`src/core/timer_one_pkg.sv`:
```
package timer_one_pkg;

	// register indices as printed; byte address is four times the index
	localparam logic [7:0] IDX_INTERRUPT_CONTROL = 8'h0b;
	localparam logic [7:0] IDX_PERIPHERAL_IRQ_FLAGS = 8'h0c;
	localparam logic [7:0] IDX_COUNT_LOW_BYTE = 8'h0e;
	localparam logic [7:0] IDX_COUNT_HIGH_BYTE = 8'h0f;
	localparam logic [7:0] IDX_TIMER_CONTROL = 8'h10;
	localparam logic [7:0] IDX_PERIPHERAL_IRQ_ENABLES = 8'h8c;
	// extra register: compare value pair, low byte and high byte
	localparam logic [7:0] IDX_COMPARE_LOW = 8'h15;
	localparam logic [7:0] IDX_COMPARE_HIGH = 8'h16;
	// extra register: compare mode field in bits 3:0
	localparam logic [7:0] IDX_COMPARE_MODE = 8'h17;

	// timer control field positions
	localparam int CTL_ON = 0;
	localparam int CTL_CLKSEL = 1;
	localparam int CTL_SYNC_DIS = 2;
	localparam int CTL_OSC_EN = 3;
	localparam int CTL_PS_LO = 4;
	localparam int CTL_PS_HI = 5;
	localparam logic [7:0] CTL_MASK = 8'h3f;
	localparam logic [7:0] CTL_RESET = 8'h00;

	// interrupt control field positions
	localparam int INTC_GIE = 7;
	localparam int INTC_PEIE = 6;
	localparam logic [7:0] INTC_RESET = 8'h00;

	// peripheral flag and enable positions
	localparam int PIR_OVF = 0;
	localparam logic [7:0] PIR_MASK = 8'hf7;
	localparam logic [7:0] PIR_RESET = 8'h00;
	localparam logic [7:0] PIE_RESET = 8'h00;

	localparam logic [3:0] MODE_SPECIAL_TRIGGER = 4'hb;

	// instruction clock is the oscillator divided by four
	localparam int PHASES_PER_CYCLE = 4;
	// increment follows the synchronised edge by this many phase ticks
	localparam int SYNC_INC_DELAY = 2;
	localparam logic [1:0] PHASE_SECOND = 2'h1;
	localparam logic [1:0] PHASE_FOURTH = 2'h3;
	localparam real CRYSTAL_KHZ = 32.768;

	localparam logic [1:0] HTRANS_NONSEQ = 2'h2;
	localparam logic [2:0] HSIZE_WORD = 3'h2;

	typedef struct packed {
		logic [7:0] idx;
		logic write;
	} bus_req_t;

	typedef enum {ST_IDLE, ST_WAIT} sync_state_t;

endpackage

```
`src/core/timer_one.sv`:
```
// Local design decision: the AHB-Lite interface to the registers.
`timescale 1ns/100ps
// Notes on behaviour
// - clock select clear: count instruction clock, sync disable ignored
// - clock select set: count rising external edges, source chosen by oscillator enable
// - synchronised mode samples prescaler output; prescaler is ripple divider of edges
// - synchronised mode in sleep: count holds, prescaler keeps counting
// - prescaler output sampled on second and fourth phase ticks
// - synchronised increment lands a fixed delay after the detected edge
// - sync disabled: counts asynchronously, runs in sleep, overflow may wake
// - asynchronous counting gives no time base to compare
// - byte reads return a consistent byte even when counting asynchronously
// - crystal oscillator active when enabled, runs in sleep, 32.768 kHz target
// - compare special trigger resets the count to zero
// - trigger reset guaranteed only in timer or synchronised mode
// - count write in same cycle as trigger wins
// - with trigger active, compare pair acts as period register
// - count bytes survive every reset; only the trigger or a count byte write clears them
// - control clears on power-on or brown-out only
// - any count byte write clears the prescaler
// - prescaler output is a symmetrical square wave for codes 01 to 11; code 00 passes the raw source
// - sync disable bypasses synchroniser with external clock, else synchronises
module timer_one
(
	input wire logic CLOCK,
	input wire logic RST,
	input wire logic POR_RST,
	input wire logic SLEEP,
	input wire logic EXT_CLOCK_PIN,
	input wire logic OSC_INPUT_PIN,
	input wire logic HSEL,
	input wire logic [31:0] HADDR,
	input wire logic [1:0] HTRANS,
	input wire logic HWRITE,
	input wire logic [2:0] HSIZE,
	input wire logic [31:0] HWDATA,
	input wire logic HREADY,
	output logic [31:0] HRDATA,
	output logic HREADYOUT,
	output logic HRESP,
	output logic OSC_OUTPUT_PIN,
	output logic OSC_OUTPUT_OE,
	output logic IRQ,
	output logic WAKE
);

	// architectural registers and the count path
	logic [7:0] ctl_r;
	logic [7:0] intc_r;
	logic [7:0] pir_r;
	logic [7:0] pie_r;
	logic [15:0] count_r;
	logic [15:0] count_nxt;
	logic [15:0] compare_r;
	logic [3:0] mode_r;
	logic [2:0] ps_r;
	logic [1:0] phase_r;
	logic ext_d_r;
	logic ps_out_s1_r;
	logic ps_out_s2_r;
	logic ps_out_prev_r;
	logic [1:0] delay_r;
	// single-cycle strobes and combinational signals decoded each clock
	logic ovf_set;
	logic trig_reset;
	logic tick;
	logic ext_rise;
	logic ps_out;
	logic ext_src;
	logic wr_count;
	logic [7:0] wdata8;
	timer_one_pkg::bus_req_t req_r;
	timer_one_pkg::sync_state_t sync_st_r;

	// decode a word address into a register index; unmapped goes nowhere
	function automatic logic [7:0] word_index(input logic [31:0] a);
		word_index = a[9:2];
	endfunction

	// divide ratio code to prescaler bit
	function automatic logic ps_tap(input logic [2:0] p, input logic [1:0] sel);
		case (sel)
			2'h0: ps_tap = 1'b0;
			2'h1: ps_tap = p[0];
			2'h2: ps_tap = p[1];
			default: ps_tap = p[2];
		endcase
	endfunction

	// low prescaler bits that must all be set when the divided edge arrives
	function automatic logic [2:0] ps_mask(input logic [1:0] sel);
		case (sel)
			2'h0: ps_mask = 3'h0;
			2'h1: ps_mask = 3'h1;
			2'h2: ps_mask = 3'h3;
			default: ps_mask = 3'h7;
		endcase
	endfunction

	// data phase write to one register index
	function automatic logic wr_hit(input timer_one_pkg::bus_req_t r, input logic [7:0] idx);
		wr_hit = r.write && (r.idx == idx);
	endfunction

	// control fields and the modes they select
	wire on = ctl_r[timer_one_pkg::CTL_ON];
	wire ext_mode = ctl_r[timer_one_pkg::CTL_CLKSEL];
	wire sync_dis = ctl_r[timer_one_pkg::CTL_SYNC_DIS];
	wire osc_en = ctl_r[timer_one_pkg::CTL_OSC_EN];
	wire [1:0] ps_sel = ctl_r[timer_one_pkg::CTL_PS_HI:timer_one_pkg::CTL_PS_LO];
	wire async_mode = ext_mode && sync_dis;
	wire trig_mode = (mode_r == timer_one_pkg::MODE_SPECIAL_TRIGGER);

	// crystal pin chosen when oscillator enabled, else the clock pin
	assign ext_src = osc_en ? OSC_INPUT_PIN : EXT_CLOCK_PIN;

	// rising edge of the external source; inputs are clock-synchronous here
	assign ext_rise = ext_src && !ext_d_r;

	// bus data phase write of count bytes
	assign wdata8 = HWDATA[7:0];
	assign wr_count = wr_hit(req_r, timer_one_pkg::IDX_COUNT_LOW_BYTE)
		|| wr_hit(req_r, timer_one_pkg::IDX_COUNT_HIGH_BYTE);

	// phase counter: one instruction cycle is four oscillator phases
	always_ff @(posedge CLOCK or posedge RST)
	begin
		if (RST)
			phase_r <= 2'h0;
		else
			phase_r <= phase_r + 2'h1;
	end

	// ripple-style prescaler on external edges; keeps running in sleep
	always_ff @(posedge CLOCK or posedge RST)
	begin
		if (RST)
		begin
			ps_r <= 3'h0;
			ext_d_r <= 1'b0;
		end
		else
		begin
			ext_d_r <= ext_src;
			if (wr_count)
				ps_r <= 3'h0;
			else if (ext_mode && ext_rise)
				ps_r <= ps_r + 3'h1;
		end
	end

	// code 00 passes raw source; others give a half-duty divided wave
	assign ps_out = (ps_sel == 2'h0) ? ext_src : ps_tap(ps_r, ps_sel);

	// sample prescaler output on second and fourth phase only
	always_ff @(posedge CLOCK or posedge RST)
	begin
		if (RST)
		begin
			ps_out_s1_r <= 1'b0;
			ps_out_s2_r <= 1'b0;
			ps_out_prev_r <= 1'b0;
		end
		else if (!SLEEP && (phase_r == timer_one_pkg::PHASE_SECOND
			|| phase_r == timer_one_pkg::PHASE_FOURTH))
		begin
			ps_out_s1_r <= ps_out;
			ps_out_s2_r <= ps_out_s1_r;
			ps_out_prev_r <= ps_out_s2_r;
		end
	end

	// hold a detected edge for a fixed delay before it counts
	// the fastest legal input leaves no second edge inside this wait
	always_ff @(posedge CLOCK or posedge RST)
	begin
		if (RST)
		begin
			sync_st_r <= timer_one_pkg::ST_IDLE;
			delay_r <= 2'h0;
		end
		else
		begin
			case (sync_st_r)
				timer_one_pkg::ST_IDLE:
					if (!SLEEP && ps_out_s2_r && !ps_out_prev_r
						&& (phase_r == timer_one_pkg::PHASE_SECOND
						|| phase_r == timer_one_pkg::PHASE_FOURTH))
					begin
						sync_st_r <= timer_one_pkg::ST_WAIT;
						delay_r <= 2'(timer_one_pkg::SYNC_INC_DELAY - 1);
					end
				timer_one_pkg::ST_WAIT:
					if (delay_r == 2'h0)
						sync_st_r <= timer_one_pkg::ST_IDLE;
					else
						delay_r <= delay_r - 2'h1;
				default:
					sync_st_r <= timer_one_pkg::ST_IDLE;
			endcase
		end
	end

	// count tick source by mode
	always_comb
	begin
		if (!on)
			tick = 1'b0;
		else if (!ext_mode)
			tick = (phase_r == timer_one_pkg::PHASE_FOURTH) && !SLEEP;
		else if (sync_dis)
			// ripple count wraps at eight, so only the selected low bits matter
			tick = ext_rise
				&& ((ps_r & ps_mask(ps_sel)) == ps_mask(ps_sel));
		else
			tick = (sync_st_r == timer_one_pkg::ST_WAIT) && (delay_r == 2'h0)
				&& !SLEEP;
	end

	// trigger only honoured in timer or synchronised mode
	assign trig_reset = trig_mode && on && !async_mode && tick
		&& (count_r == compare_r);

	// bus write applied last so it overrides the trigger reset
	always_comb
	begin
		count_nxt = count_r;
		ovf_set = 1'b0;
		if (trig_reset)
			count_nxt = 16'h0000;
		else if (tick)
		begin
			count_nxt = count_r + 16'h0001;
			ovf_set = (count_r == 16'hffff);
		end
		if (wr_hit(req_r, timer_one_pkg::IDX_COUNT_LOW_BYTE))
			count_nxt = {count_r[15:8], wdata8};
		if (wr_hit(req_r, timer_one_pkg::IDX_COUNT_HIGH_BYTE))
			count_nxt = {wdata8, count_r[7:0]};
	end

	// count has no reset: contents survive every reset
	always_ff @(posedge CLOCK)
	begin
		count_r <= count_nxt;
	end

	// control cleared only by power-on or brown-out
	always_ff @(posedge CLOCK or posedge POR_RST)
	begin
		if (POR_RST)
			ctl_r <= timer_one_pkg::CTL_RESET;
		else if (wr_hit(req_r, timer_one_pkg::IDX_TIMER_CONTROL))
			ctl_r <= wdata8 & timer_one_pkg::CTL_MASK;
	end

	// flags, enables, compare settings; hardware set beats software clear
	always_ff @(posedge CLOCK or posedge RST)
	begin
		if (RST)
		begin
			pir_r <= timer_one_pkg::PIR_RESET;
			pie_r <= timer_one_pkg::PIE_RESET;
			intc_r <= timer_one_pkg::INTC_RESET;
			compare_r <= 16'hffff;
			mode_r <= 4'h0;
		end
		else
		begin
			if (wr_hit(req_r, timer_one_pkg::IDX_PERIPHERAL_IRQ_FLAGS))
				pir_r <= wdata8 & timer_one_pkg::PIR_MASK;
			if (ovf_set)
				pir_r[timer_one_pkg::PIR_OVF] <= 1'b1;
			if (wr_hit(req_r, timer_one_pkg::IDX_PERIPHERAL_IRQ_ENABLES))
				pie_r <= wdata8 & timer_one_pkg::PIR_MASK;
			if (wr_hit(req_r, timer_one_pkg::IDX_INTERRUPT_CONTROL))
				intc_r <= wdata8;
			if (wr_hit(req_r, timer_one_pkg::IDX_COMPARE_LOW))
				compare_r[7:0] <= wdata8;
			if (wr_hit(req_r, timer_one_pkg::IDX_COMPARE_HIGH))
				compare_r[15:8] <= wdata8;
			if (wr_hit(req_r, timer_one_pkg::IDX_COMPARE_MODE))
				mode_r <= wdata8[3:0];
		end
	end

	// ahb address phase capture; zero wait states
	always_ff @(posedge CLOCK or posedge RST)
	begin
		if (RST)
			req_r <= '0;
		else if (HREADY)
		begin
			req_r.write <= HSEL && HTRANS == timer_one_pkg::HTRANS_NONSEQ && HWRITE;
			req_r.idx <= word_index(HADDR);
		end
		else
			req_r.write <= 1'b0;
	end

	// read data registered at the address phase; count is a clocked copy
	// one clocked sample per read, so a byte is never torn
	always_ff @(posedge CLOCK or posedge RST)
	begin
		if (RST)
			HRDATA <= 32'h00000000;
		else if (HREADY && HSEL && HTRANS == timer_one_pkg::HTRANS_NONSEQ && !HWRITE)
		begin
			case (word_index(HADDR))
				timer_one_pkg::IDX_INTERRUPT_CONTROL: HRDATA <= {24'h0, intc_r};
				timer_one_pkg::IDX_PERIPHERAL_IRQ_FLAGS: HRDATA <= {24'h0, pir_r};
				timer_one_pkg::IDX_COUNT_LOW_BYTE: HRDATA <= {24'h0, count_r[7:0]};
				timer_one_pkg::IDX_COUNT_HIGH_BYTE: HRDATA <= {24'h0, count_r[15:8]};
				timer_one_pkg::IDX_TIMER_CONTROL: HRDATA <= {24'h0, ctl_r};
				timer_one_pkg::IDX_PERIPHERAL_IRQ_ENABLES: HRDATA <= {24'h0, pie_r};
				timer_one_pkg::IDX_COMPARE_LOW: HRDATA <= {24'h0, compare_r[7:0]};
				timer_one_pkg::IDX_COMPARE_HIGH: HRDATA <= {24'h0, compare_r[15:8]};
				timer_one_pkg::IDX_COMPARE_MODE: HRDATA <= {28'h0, mode_r};
				default: HRDATA <= 32'h00000000;
			endcase
		end
	end

	// always ready, always okay
	// low only while reset is held
	always_ff @(posedge CLOCK or posedge RST)
	begin
		if (RST)
		begin
			HREADYOUT <= 1'b0;
			HRESP <= 1'b0;
		end
		else
		begin
			HREADYOUT <= 1'b1;
			HRESP <= 1'b0;
		end
	end

	// interrupt and wake; async counting wakes from sleep on overflow
	always_ff @(posedge CLOCK or posedge RST)
	begin
		if (RST)
		begin
			IRQ <= 1'b0;
			WAKE <= 1'b0;
		end
		else
		begin
			IRQ <= pir_r[timer_one_pkg::PIR_OVF] && pie_r[timer_one_pkg::PIR_OVF]
				&& intc_r[timer_one_pkg::INTC_PEIE] && intc_r[timer_one_pkg::INTC_GIE];
			WAKE <= SLEEP && pir_r[timer_one_pkg::PIR_OVF]
				&& pie_r[timer_one_pkg::PIR_OVF];
		end
	end

	// crystal amplifier: inverted input while enabled, sleep does not stop it
	always_ff @(posedge CLOCK or posedge RST)
	begin
		if (RST)
		begin
			OSC_OUTPUT_PIN <= 1'b0;
			OSC_OUTPUT_OE <= 1'b0;
		end
		else
		begin
			OSC_OUTPUT_PIN <= !OSC_INPUT_PIN;
			OSC_OUTPUT_OE <= osc_en;
		end
	end

endmodule

```
`config.mk`:
```
export PLATFORM = sky130hd
export DESIGN_NAME = timer_one
export DESIGN_NICKNAME = d
export VERILOG_FILES = /design/src/core/timer_one_pkg.sv /design/src/core/timer_one.sv
export SDC_FILE = /design/constraint.sdc
export NUM_CORES = 1
export LEC_CHECK = 0
export CAP_MARGIN = 20
export CORE_MARGIN = 5
export CORE_UTILIZATION = 60
export DETAILED_ROUTE_END_ITERATION = 10
export DONT_BUFFER_PORTS = 1
export GPL_ROUTABILITY_DRIVEN = 0
export GPL_TIMING_DRIVEN = 0
export PLACE_DENSITY = 0.76
export REMOVE_ABC_BUFFERS = 1
export SKIP_LAST_GASP = 1
export SYNTH_ARGS = -nofsm -noshare
export SYNTH_HDL_FRONTEND = slang
export SYNTH_SLANG_ARGS = --single-unit
```
`constraint.sdc`:
```
create_clock -name CLOCK -period 4.5 [get_ports CLOCK]
set_input_delay 0.225 -clock CLOCK [delete_from_list [all_inputs] [get_ports CLOCK]]
set_output_delay 0.225 -clock CLOCK [all_outputs]
set_load 0.01 [all_outputs]
```
==> Word level (Yosys, flattened, before mapping) <==
Cells that the tools add are included.
{ "totals": {"reg_bits": 153, "in_bits": 78, "output_inout_bits": 38, "wordCells": 147} }
{ "classes": {"n_addsub": 4, "eq_ne": 33, "mux": 28, "bitwise_logic": 2, "reduce_logical": 54} }
{ "ops": {"columns": ["cell", "n"], "rows": [
  ["one-hot mux 8 bit (9 select lines)", 1],
  ["equality test 8 x 4 -> 1 bit (second input constant)", 8],
  ["equality test 8 x 5 -> 1 bit (second input constant)", 8],
  ["two-way mux 16 bit", 4],
  ["two-way mux 32 bit", 2],
  ["one-hot mux 32 bit (2 select lines)", 1],
  ["logical AND 1 bit", 34],
  ["equality test 32 x 1 -> 1 bit (second input constant)", 1],
  ["equality test 32 x 2 -> 1 bit (second input constant)", 1],
  ["logical NOT 32 bit", 1],
  ["adder 16 x 1 -> 16 bit (second input constant)", 1],
  ["equality test 16 bit", 1],
  ["equality test 16 bit (second input constant)", 1],
  ["equality test 8 bit (second input constant)", 2],
  ["two-way mux 3 bit", 5],
  ["two-way mux 1 bit", 10],
  ["one-hot mux 3 bit (3 select lines)", 1],
  ["equality test 2 bit (second input constant)", 3],
  ["logical NOT 1 bit", 6],
  ["inequality test 2 bit (second input constant)", 3],
  ["AND reduction 2 bit", 3],
  ["nonzero test 2 bit", 3],
  ["nonzero test 3 bit", 2],
  ["equality test 2 x 1 -> 1 bit (second input constant)", 2],
  ["14 further kinds", 17]
]} }

==> Longest topological paths before layout <==
Gate-level depths: netlist of the first run.
{ "depth": {"ltp_word": 16, "ltp_mapped": 8, "mapped_depth_nobuf": 6} }

==> Worst setup path before layout of the first run <==
OpenSTA, ideal clock, no wires.
{ "synth_timing": {"path_kind": "register -> register", "from": "register ctl_r[5]", "to": "register count_r[0], enable pin", "setup_ns": 0.375, "arrival_ns": 1.831, "t_required_ns": 4.125, "path_slack_ns": 2.294, "stages_incl_launch_ff": 7, "path_buffers": 0, "period_less_slack_ns": 2.206, "path_cell_list": "dfrtp_1 > ha_1 > nand2b_1 > o2111ai_1 > o311a_1 > or2_2 > a21oi_1"} }
{ "synth_between": {"elab_chain_cells": 15, "elab_cells_between_ends": 17, "cone_classes": "eq/ne (3); mux (7); bitwise (1); reduce/logical (6)"} }
{ "synth_lines": {"columns": ["item", "line", "rtl"], "rows": [
  ["start: declaration", "timer_one.sv:48", "logic [7:0] ctl_r;"],
  ["start signal: assignment", "timer_one.sv:252", "ctl_r <= timer_one_pkg::CTL_RESET;"],
  ["start signal: assignment", "timer_one.sv:254", "ctl_r <= wdata8 & timer_one_pkg::CTL_MASK;"],
  ["equality test 2 bit (tied with other cells)", "timer_one.sv:92", "case (sel)"],
  ["one-hot mux 3 bit (3 select lines) (*)", "timer_one.sv:92", null],
  ["two-way mux 3 bit (*)", "timer_one.sv:211", "else if (sync_dis)"],
  ["two-way mux 3 bit (*)", "timer_one.sv:209", "else if (!ext_mode)"],
  ["two-way mux 3 bit (*)", "timer_one.sv:207", "if (!on)"],
  ["bitwise AND 3 bit", "timer_one.sv:214", "&& ((ps_r & ps_mask(ps_sel)) == ps_mask(ps_sel));"],
  ["equality test 3 bit (*)", "timer_one.sv:214", null],
  ["logical AND 1 bit (*)", "timer_one.sv:214", null],
  ["two-way mux 1 bit (*)", "timer_one.sv:211", null],
  ["two-way mux 1 bit (*)", "timer_one.sv:209", null],
  ["two-way mux 1 bit (*)", "timer_one.sv:207", null],
  ["logical AND 1 bit", "timer_one.sv:221", "assign trig_reset = trig_mode && on && !async_mode && tick"],
  ["logical AND 1 bit", "timer_one.sv:222", "&& (count_r == compare_r);"],
  ["nonzero test 3 bit (no line) (*)", null, null],
  ["AND reduction 2 bit (no line) (*)", null, null],
  ["end signal: assignment", "timer_one.sv:245", "count_r <= count_nxt;"],
  ["end: declaration", "timer_one.sv:52", "logic [15:0] count_r;"]
]} }
Every way passes the cells marked *; elsewhere a longest branch is shown, timed or not. The select of a mux whose other input is x is not followed.
A chain may end at the register's enable or synchronous reset.

==> Final worst setup path of the first run <==
{ "layout_timing": {"from": "register ctl_r[5]", "to": "register count_r[15], enable pin"} }
The elaborated chain is that of the path after synthesis.

==> impl_metrics.ini, run 1 <==
[cells_and_area]
nFillCells = 683
fin_nets = 574
layout-drive-gt1-share = 0.230
antenna_cells = 0
area_growth_pct = 5.65
final_cell_mix = dfrtp_1 (66), mux2_2 (59), nand2_1 (35), conb_1 (26), xnor2_1 (25)
layout_commonest_cell = dfrtp_1

[timing]
slew_headroom = 0.397
final_hold_viol_count = 0
max_freq_mhz = 370
rsz0062_at_grt = false
setup_viol_count_final = 0
holdWs_ns = 0.00789
tightestPinTransition_ns = 0.904
finalSetupTns_ns = 0
fin_skew_ns = 0.0136
min_period_over_period = 0.600
layout_min_cycle_time_ns = 2.70
slew_violations = 0

[clocking]
clockBufferDepth = 2
cts_hold_buf = 6
clk_pin_slew_ns = 0.10
ctsResizeCount = 0
cts_buffers = 9
clock_latency_ns = 0.36
cts_setup_buffers = 0
tritoncts = done
cts_sinks = 98
cts_max_level = 3
cts_root_buf = clkbuf_8

[global_route]
grt-ovfl-total = 0
track_usage = 0.232
grt_pass1_vias = 3805
grt_max_degree = 41
grt_pass1_wl_um = 20500
antenna_found_initial = 0

[detailed_routing]
ant_nets = 0
vias = 3794
avgViaCountPerCell = 6.30
drt_pass1_iterations = 5
wl_per_cell_um = 21.1
wl_um = 12700
drt_iter0_drc = 244
remaining_drc_errors = 0

[setup_path]
crit_type = register to register
critPathLaunchType = register
crit_chain = inv_1, ha_1, o2111ai_1, o311a_1, or2_2, a21oi_1
worstSetupEndpointType = register
max_stage_delay_ns = 0.73
arrival_ns = 2.68
required_ns = 4.48
r2r_slack_ns = 1.80
slowest_stage = a21oi_1
cp_max_fo = 8

[power]
peakVddDrop_v = 0.000161
p_leak_nw = 2.30
power_density_mw_per_mm2 = 334
p_total_mw = 1.94

[floorplan]
core-area_mm2 = 0.00906
dieArea_mm2 = 0.0112
dieHeight_um = 106
row_count = 35
initial_core_util = 0.606
io_pins = 116
die_w_um = 106

[synth]
synth-edff-count = 16
ys.flop_type = dfrtp_1
syn-instance-count = 483
syn_area_mm2 = 0.00549
syn_avg_cell_area_um2 = 11.4
async_flop_share = 0.837
yosys_warnings = 0
ys_ff_latch = 98
synthDistinctLibCells = 64
seq_area_frac_synth = 0.465

[placed_design]
portBuffers = 0
hpwlAfterDp_um = 9220

[status]
run_status = completed

[job]
maxCapViolations = 0

[hold_path]
min_path_type = input pin to register
cells by family after synthesis:
logic type	count (synthesis)	share of synthesized area
flops	98	0.465
simple gates	131	0.144
compound gates	73	0.103
mux	72	0.145
buf+inv	65	0.0677
other cells	2	0.00137
fa+ha+maj	10	0.0228
xor+xnor	32	0.0510
synth_stat cells, types with 7 or more instances:
cell type | instances | area, um2
nand2_1 | 35 | 131
buf_4 | 29 | 218
nand4_1 | 10 | 62.6
o21ai_0 | 10 | 50.1
xor2_1 | 7 | 61.3
ha_1 | 10 | 125
nor2_1 | 22 | 82.6
xnor2_1 | 25 | 219
nand3_1 | 18 | 90.1
mux2i_1 | 13 | 130
mux2_2 | 59 | 664
dfrtp_1 | 66 | 1650
buf_2 | 8 | 40.0
inv_1 | 19 | 71.3
edfxtp_1 | 16 | 480
dfstp_2 | 16 | 420
o31ai_1 | 17 | 128
stage by stage:
step	worst slack (ns)	instances	util	area, um2
2_1_floorplan	2.29	461	-	5280
3_3_place_gp	1.55	572	0.598	5420
3_5_place_dp	1.81	573	0.600	5440
4_1_cts	1.78	595	0.632	5730
5_1_grt	1.69	602	0.640	5800
6_report	1.80	602	0.640	5800
sequential cells by signal, summed over array words and instances (netlist names), 2 cells and up:
name       flops
HRDATA         8
compare_r     16
count_r       16
ctl_r          6
delay_r        2
intc_r         8
mode_r         4
phase_r        2
pie_r          7
pir_r          7
ps_r           3
req_r          9
path summary, 6_finish.rpt:
path	start	cells after the start	to
worst max-delay path	ctl_r[5]	6	count_r[15]
worst min-delay path	HWDATA[3]	1	ctl_r[3]
worst max register to register	ctl_r[5]	6	count_r[15]
worst min register to register	phase_r[0]	1	phase_r[0]
max in group asynchronous	RST	3	compare_r[1]
min in group asynchronous	POR_RST	2	ctl_r[0]
per-layer routing:
| metal | vias up | routed length [um] | track usage |
|---|---|---|---|
| met5 | - | 0 | 0 |
| met4 | 0 | 182 | 0.0675 |
| li1 | 1711 | - | - |
| met1 | 1912 | 5450 | 0.315 |
| met2 | 153 | 6040 | 0.381 |
| met3 | 18 | 1030 | 0.0459 |
cell type report:
type / instances / area, um2 / area share
clock inverters: 4 / 52.6 / 0.00906
inverters: 19 / 73.8 / 0.0127
multi-input cells: 344 / 2660 / 0.458
repair buffers: 14 / 150 / 0.0259
clock buffers: 12 / 176 / 0.0304
well taps: 111 / 139 / 0.0239
flip-flops and latches: 98 / 2550 / 0.440
power breakdown:
group          internal, mW  total (mW)  switching, mW
registers             0.982        1.07         0.0827
logic                 0.115       0.234          0.119
clock network         0.325       0.637          0.312
critical path, delay by kind of cell (launching register included):
kind,cells,cell delay (ns)
compound gates,3,1.19
flops,1,0.50
simple gates,1,0.32
fa+ha+maj,1,0.17
buf+inv,1,0.15
Note: power is estimated with default switching activity, not from simulation.
==> inputs of run 2 (changes only) <==
==> constraint.sdc (replaced) <==
create_clock -name CLOCK -period 2.75 [get_ports CLOCK]
set_input_delay 0.1375 -clock CLOCK [delete_from_list [all_inputs] [get_ports CLOCK]]
set_output_delay 0.1375 -clock CLOCK [all_outputs]
set_load 0.01 [all_outputs]
==> run 2 against run 1 <==
  * Clock skew fell by 0.0041 ns
  * Worst setup slack got worse by 1.8 ns
  * First-iteration DRC count fell by 7.0%
  * Sequential power is 63% higher
  * Total power rose by 66%
  * Critical path depth unchanged
  * Design area is 2.9% higher
  * Cell count is 2.8% higher
  * Sequential share of layout area is 1.3 points lower
  * Critical endpoint unchanged
  * Largest cell class unchanged
  * Highest routed layer unchanged
==> impl_metrics.ini, run 2 (synthesis gave the netlist of run 1 again) <==
[floorplan]
core-area_mm2 = 0.00906
dieArea_mm2 = 0.0112
row_count = 35
initial_core_util = 0.606
io_pins = 116
dieHeight_um = 106
die_w_um = 106

[setup_path]
cp-startpoint = ctl_r[5]
cp_max_fo = 8
rr_worst_depth = 6
crit_type = register to register
required_ns = 2.74
crit_chain = inv_1, ha_1, o2111ai_1, o311a_1, or2_2, a21oi_1
max_stage_delay_ns = 0.73
worstSetupEndpointType = register
critPathLaunchType = register
timing.rr.start = ctl_r[5]
arrival_ns = 2.70
slowest_stage = a21oi_1

[global_route]
grt_pass1_vias = 3996
grt_max_degree = 41
antenna_found_initial = 0
grt_pass1_wl_um = 21100
track_usage = 0.241
grt-ovfl-total = 0

[cells_and_area]
area_growth_pct = 8.75
layout_commonest_cell = dfrtp_1
antenna_cells = 0
post-route-util = 0.659
final_cell_mix = dfrtp_1 (66), mux2_2 (59), nand2_1 (35), dlygate4sd3_1 (30), conb_1 (26)
fin_nets = 591
nFillCells = 664
multi_input_area_mm2 = 0.00266
layout-drive-gt1-share = 0.222
largestRegisters = compare_r: 16 flops, count_r: 16 flops, req_r: 9 flops
regArea_mm2 = 0.00255

[detailed_routing]
remaining_drc_errors = 0
wl_um = 13000
wl_per_cell_um = 21.0
avgViaCountPerCell = 6.34
ant_nets = 0
drt_iter0_drc = 227
vias = 3927
drt_pass1_iterations = 5

[timing]
rsz0062_at_grt = true
layout_min_cycle_time_ns = 2.72
min_period_over_period = 0.988
final_hold_viol_count = 0
slew_headroom = 0.394
tightestPinTransition_ns = 0.908
max_freq_mhz = 368
fin_skew_ns = 0.00957
setup_viol_count_final = 0
slew_violations = 0

[hold_path]
min_path_type = input pin to register
min-delay-start = HWRITE
hold_depth = 2

[power]
sequentialPowerShare = 0.542
p_total_mw = 3.22
peakVddDrop_v = 0.000263
p_clk_frac = 0.326
switchingPower_uw = 873
switching_share = 0.271
power_density_mw_per_mm2 = 539
p_leak_nw = 2.37
p_comb_frac = 0.132
power.internal_mw = 2.35

[placed_design]
portBuffers = 0
hpwlAfterDp_um = 9220

[clocking]
cts_setup_buffers = 0
clock_latency_ns = 0.36
cts_sinks = 98
cts_buffers = 9
ctsResizeCount = 0
cts_root_buf = clkbuf_8
clk_pin_slew_ns = 0.10
clockBufferDepth = 2
tritoncts = done
cts_max_level = 3

[job]
maxCapViolations = 0

[status]
run_status = completed
## run 2: cell count changes in the layout (fill, tap and decap cells not counted)
cell,change
dlygate4sd3_1,+17
## run 2: metal layers
layer  GRT usage  share of wire  up-vias
met2       0.399           0.49      177
met3      0.0410          0.075       22
met4      0.0740          0.018        0
li1            -              -     1747
met1       0.325           0.42     1981
met5           0              0        -
## run 2: what timing repair did
| item | CTS | global route |
|---|---|---|
| endpoints found under the hold margin | 111 | 0 |
| hold buffers | 30 | 0 |
| endpoints found under the setup margin | 0 | 16 |
## run 2: path summary, 6_finish.rpt
kind / slack (ns) / endpoint
max reg2reg: 0.03 / count_r[15]
max: 0.03 / count_r[15]
max in group asynchronous: 1.82 / compare_r[4]
min reg2reg: 0.47 / phase_r[0]
min in group asynchronous: 0.13 / ctl_r[0]
min: 0.09 / HRDATA[7]
## run 2: area by class of cell
type	instances	area share
multi-input cells	344	0.445
flip-flops and latches	98	0.427
clock inverters	4	0.00880
clock buffers	12	0.0295
repair buffers	31	0.0536
inverters	19	0.0124
well taps	111	0.0233
## run 2: metrics by stage
step | TNS [ns] | instance area, um2 | hold slack [ns] | instances | setup WS [ns]
global placement | -6.47 | 5420 | -0.0527 | 572 | -0.113
CTS | 0 | 5970 | 0.0702 | 619 | 0.0346
global route | -0.816 | 5970 | 0.0786 | 619 | -0.0610
detailed placement | 0 | 5440 | -0.0428 | 573 | 0.0624
finish | 0 | 5970 | 0.0851 | 619 | 0.0331
floorplan | 0 | 5280 | -0.0715 | 461 | 0.544
## run 2: power groups by stage
| stage | sequential [mW] | combinational, mW | clock, mW |
|---|---|---|---|
| 2_1_floorplan | 1.73 | 0.302 | 0 |
| 3_3_place_gp | 1.76 | 0.341 | 0 |
| 3_5_place_dp | 1.77 | 0.364 | 0 |
| 4_1_cts | 1.74 | 0.425 | 1.05 |
| 5_1_grt | 1.76 | 0.478 | 1.11 |
| 6_report | 1.74 | 0.426 | 1.05 |
## run 2: critical path: cells and delay by family, from the launching register on
family                   cells  cell delay (ns)
adder cells (fa/ha/maj)      1             0.17
flip-flops                   1             0.50
AO/OA/AOI/OAI                3             1.19
buffers and inverters        1             0.16
AND/OR/NAND/NOR              1             0.32
==> inputs of run 3 (changes only) <==
--- a/config.mk
+++ b/config.mk
@@ -12,7 +12,7 @@
 export DONT_BUFFER_PORTS = 1
 export GPL_ROUTABILITY_DRIVEN = 0
 export GPL_TIMING_DRIVEN = 0
-export PLACE_DENSITY = 0.76
+export PLACE_DENSITY = 0.83
 export REMOVE_ABC_BUFFERS = 1
 export SKIP_LAST_GASP = 1
 export SYNTH_ARGS = -nofsm -noshare
==> run 3 against run 2 <==
  * Clock skew fell by 0.00066 ns
  * Register-to-register slack gained 0.07 ns
  * Highest routed layer is now met5
  * Cell count is 0.16% lower
  * Maximum frequency grew 2.6%
  * Worst setup slack gained 0.070 ns
  * Critical path depth unchanged
  * First-iteration DRC count rose by 81%
  * Global-route usage fell by 0.14 points
  * Combinational power about the same
==> impl_metrics.ini, run 3 (synthesis gave the netlist of run 1 again) <==
[global_route]
grt_max_degree = 77
track_usage = 0.240
grt_pass1_vias = 3995
antenna_found_initial = 1
grt_pass1_wl_um = 21100
grt-ovfl-total = 0

[clocking]
clockBufferDepth = 2
cts_sinks = 98
cts_max_level = 3
tritoncts = done
clock_latency_ns = 0.37
cts_setup_buffers = 0
cts_buffers = 9
ctsResizeCount = 0
cts_root_buf = clkbuf_8
clk_pin_slew_ns = 0.10

[timing]
slew_headroom = 0.383
finalSetupTns_ns = 0
max_freq_mhz = 378
min_period_over_period = 0.962
final.setup.worst_slack_ns = 0.103
final_hold_viol_count = 0
setup_viol_count_final = 0
tightestPinTransition_ns = 0.925
layout_min_cycle_time_ns = 2.65
holdWs_ns = 0.0536
slew_violations = 0
rsz0062_at_grt = true
fin_skew_ns = 0.00891

[setup_path]
required_ns = 2.75
rr_worst_depth = 6
cp_max_fo = 8
critPathLaunchType = register
arrival_ns = 2.65
crit_type = register to register
worstSetupEndpointType = register

[cells_and_area]
regArea_mm2 = 0.00255
antenna_cells = 0
layout-drive-gt1-share = 0.219
layout_commonest_cell = dfrtp_1
multi_input_area_mm2 = 0.00266
largestRegisters = compare_r: 16 flops, count_r: 16 flops, req_r: 9 flops
fin_cells = 618
area_growth_pct = 7.38
final_area_mm2 = 0.00590
nFillCells = 677
final_cell_mix = dfrtp_1 (66), mux2_2 (59), nand2_1 (35), dlygate4sd3_1 (30), conb_1 (26)
fin_nets = 590

[floorplan]
core-area_mm2 = 0.00906
initial_core_util = 0.606
row_count = 35
dieHeight_um = 106
io_pins = 116
die_w_um = 106
dieArea_mm2 = 0.0112

[power]
peakVddDrop_v = 0.000272
p_clk_frac = 0.285
switchingPower_uw = 876
power_density_mw_per_mm2 = 514
p_leak_nw = 2.33
sequentialPowerShare = 0.575
p_comb_frac = 0.140
switching_share = 0.289
power.internal_mw = 2.15

[hold_path]
hold_depth = 2
min_path_type = input pin to register

[detailed_routing]
remaining_drc_errors = 0
drt_pass1_iterations = 7
avgViaCountPerCell = 6.37
vias = 3935
wl_um = 13100
drt_iter0_drc = 410
wl_per_cell_um = 21.2
ant_nets = 0

[placed_design]
place_inst = 572
portBuffers = 0
place_worst_setup_slack_ns = 0.0935
place_area_mm2 = 0.00542
hpwlAfterDp_um = 9140

[job]
maxCapViolations = 0

[status]
run_status = completed
-- run 3: cell types whose count changed in the layout (fill, tap and decap cells not counted), sizes merged --
cell      before  now
clkbuf        12   10
inv           21   23
buf            1    0
bufinv         1    0
clkinvlp       0    1
-- run 3: power by group through the flow --
| stage | sequential [mW] | combinational [mW] | clock [mW] |
|---|---|---|---|
| after floorplan | 1.73 | 0.302 | 0 |
| after global placement | 1.76 | 0.338 | 0 |
| after detailed placement | 1.77 | 0.362 | 0 |
| after CTS | 1.74 | 0.422 | 0.875 |
| after global routing | 1.76 | 0.466 | 0.938 |
| final | 1.74 | 0.424 | 0.863 |
-- run 3: metal layers --
metal | global-route usage | part of all wire | wire length (um)
met1 | 0.319 | 0.41 | 5390
met2 | 0.403 | 0.50 | 6520
met3 | 0.0349 | 0.077 | 1010
met4 | 0.0796 | 0.016 | 210
met5 | 0 | 0.00053 | 7
-- run 3: area by class of cell --
cell class                 count  area share
clock inverter                 6     0.00785
tap                          111      0.0236
multi-input combinational    344       0.451
timing repair buffer          30      0.0509
clock buffer                  10      0.0216
sequential                    98       0.433
inverter                      19      0.0125
-- run 3: metrics by stage --
step           utilization  power [mW]
2_1_floorplan            -        2.03
3_3_place_gp         0.598        2.10
3_5_place_dp         0.598        2.13
4_1_cts              0.651        3.04
5_1_grt              0.651        3.16
6_report             0.651        3.03
-- run 3: timing repair --
item                                    in CTS  in global routing
endpoints found under the hold margin      143                  0
endpoints found under the setup margin       0                 12
hold buffers                                30                  0
-- run 3: worst paths after layout --
path,from,endpoint,slack [ns]
worst max-delay path,ctl_r[5],count_r[11],0.10
worst min-delay path,HWRITE,HRDATA[7],0.05
worst max register to register,ctl_r[5],count_r[11],0.10
worst min register to register,phase_r[0],phase_r[0],0.48
max in group asynchronous,RST,pir_r[5],1.71
min in group asynchronous,POR_RST,ctl_r[4],0.10
-- run 3: worst max-delay path, cell delays in order, from the launching register on --
cell	delay (ns)
dfrtp_1	0.50
inv_1	0.16
ha_1	0.16
o2111ai_1	0.10
o311a_1	0.34
or2_2	0.32
a21oi_1	0.71
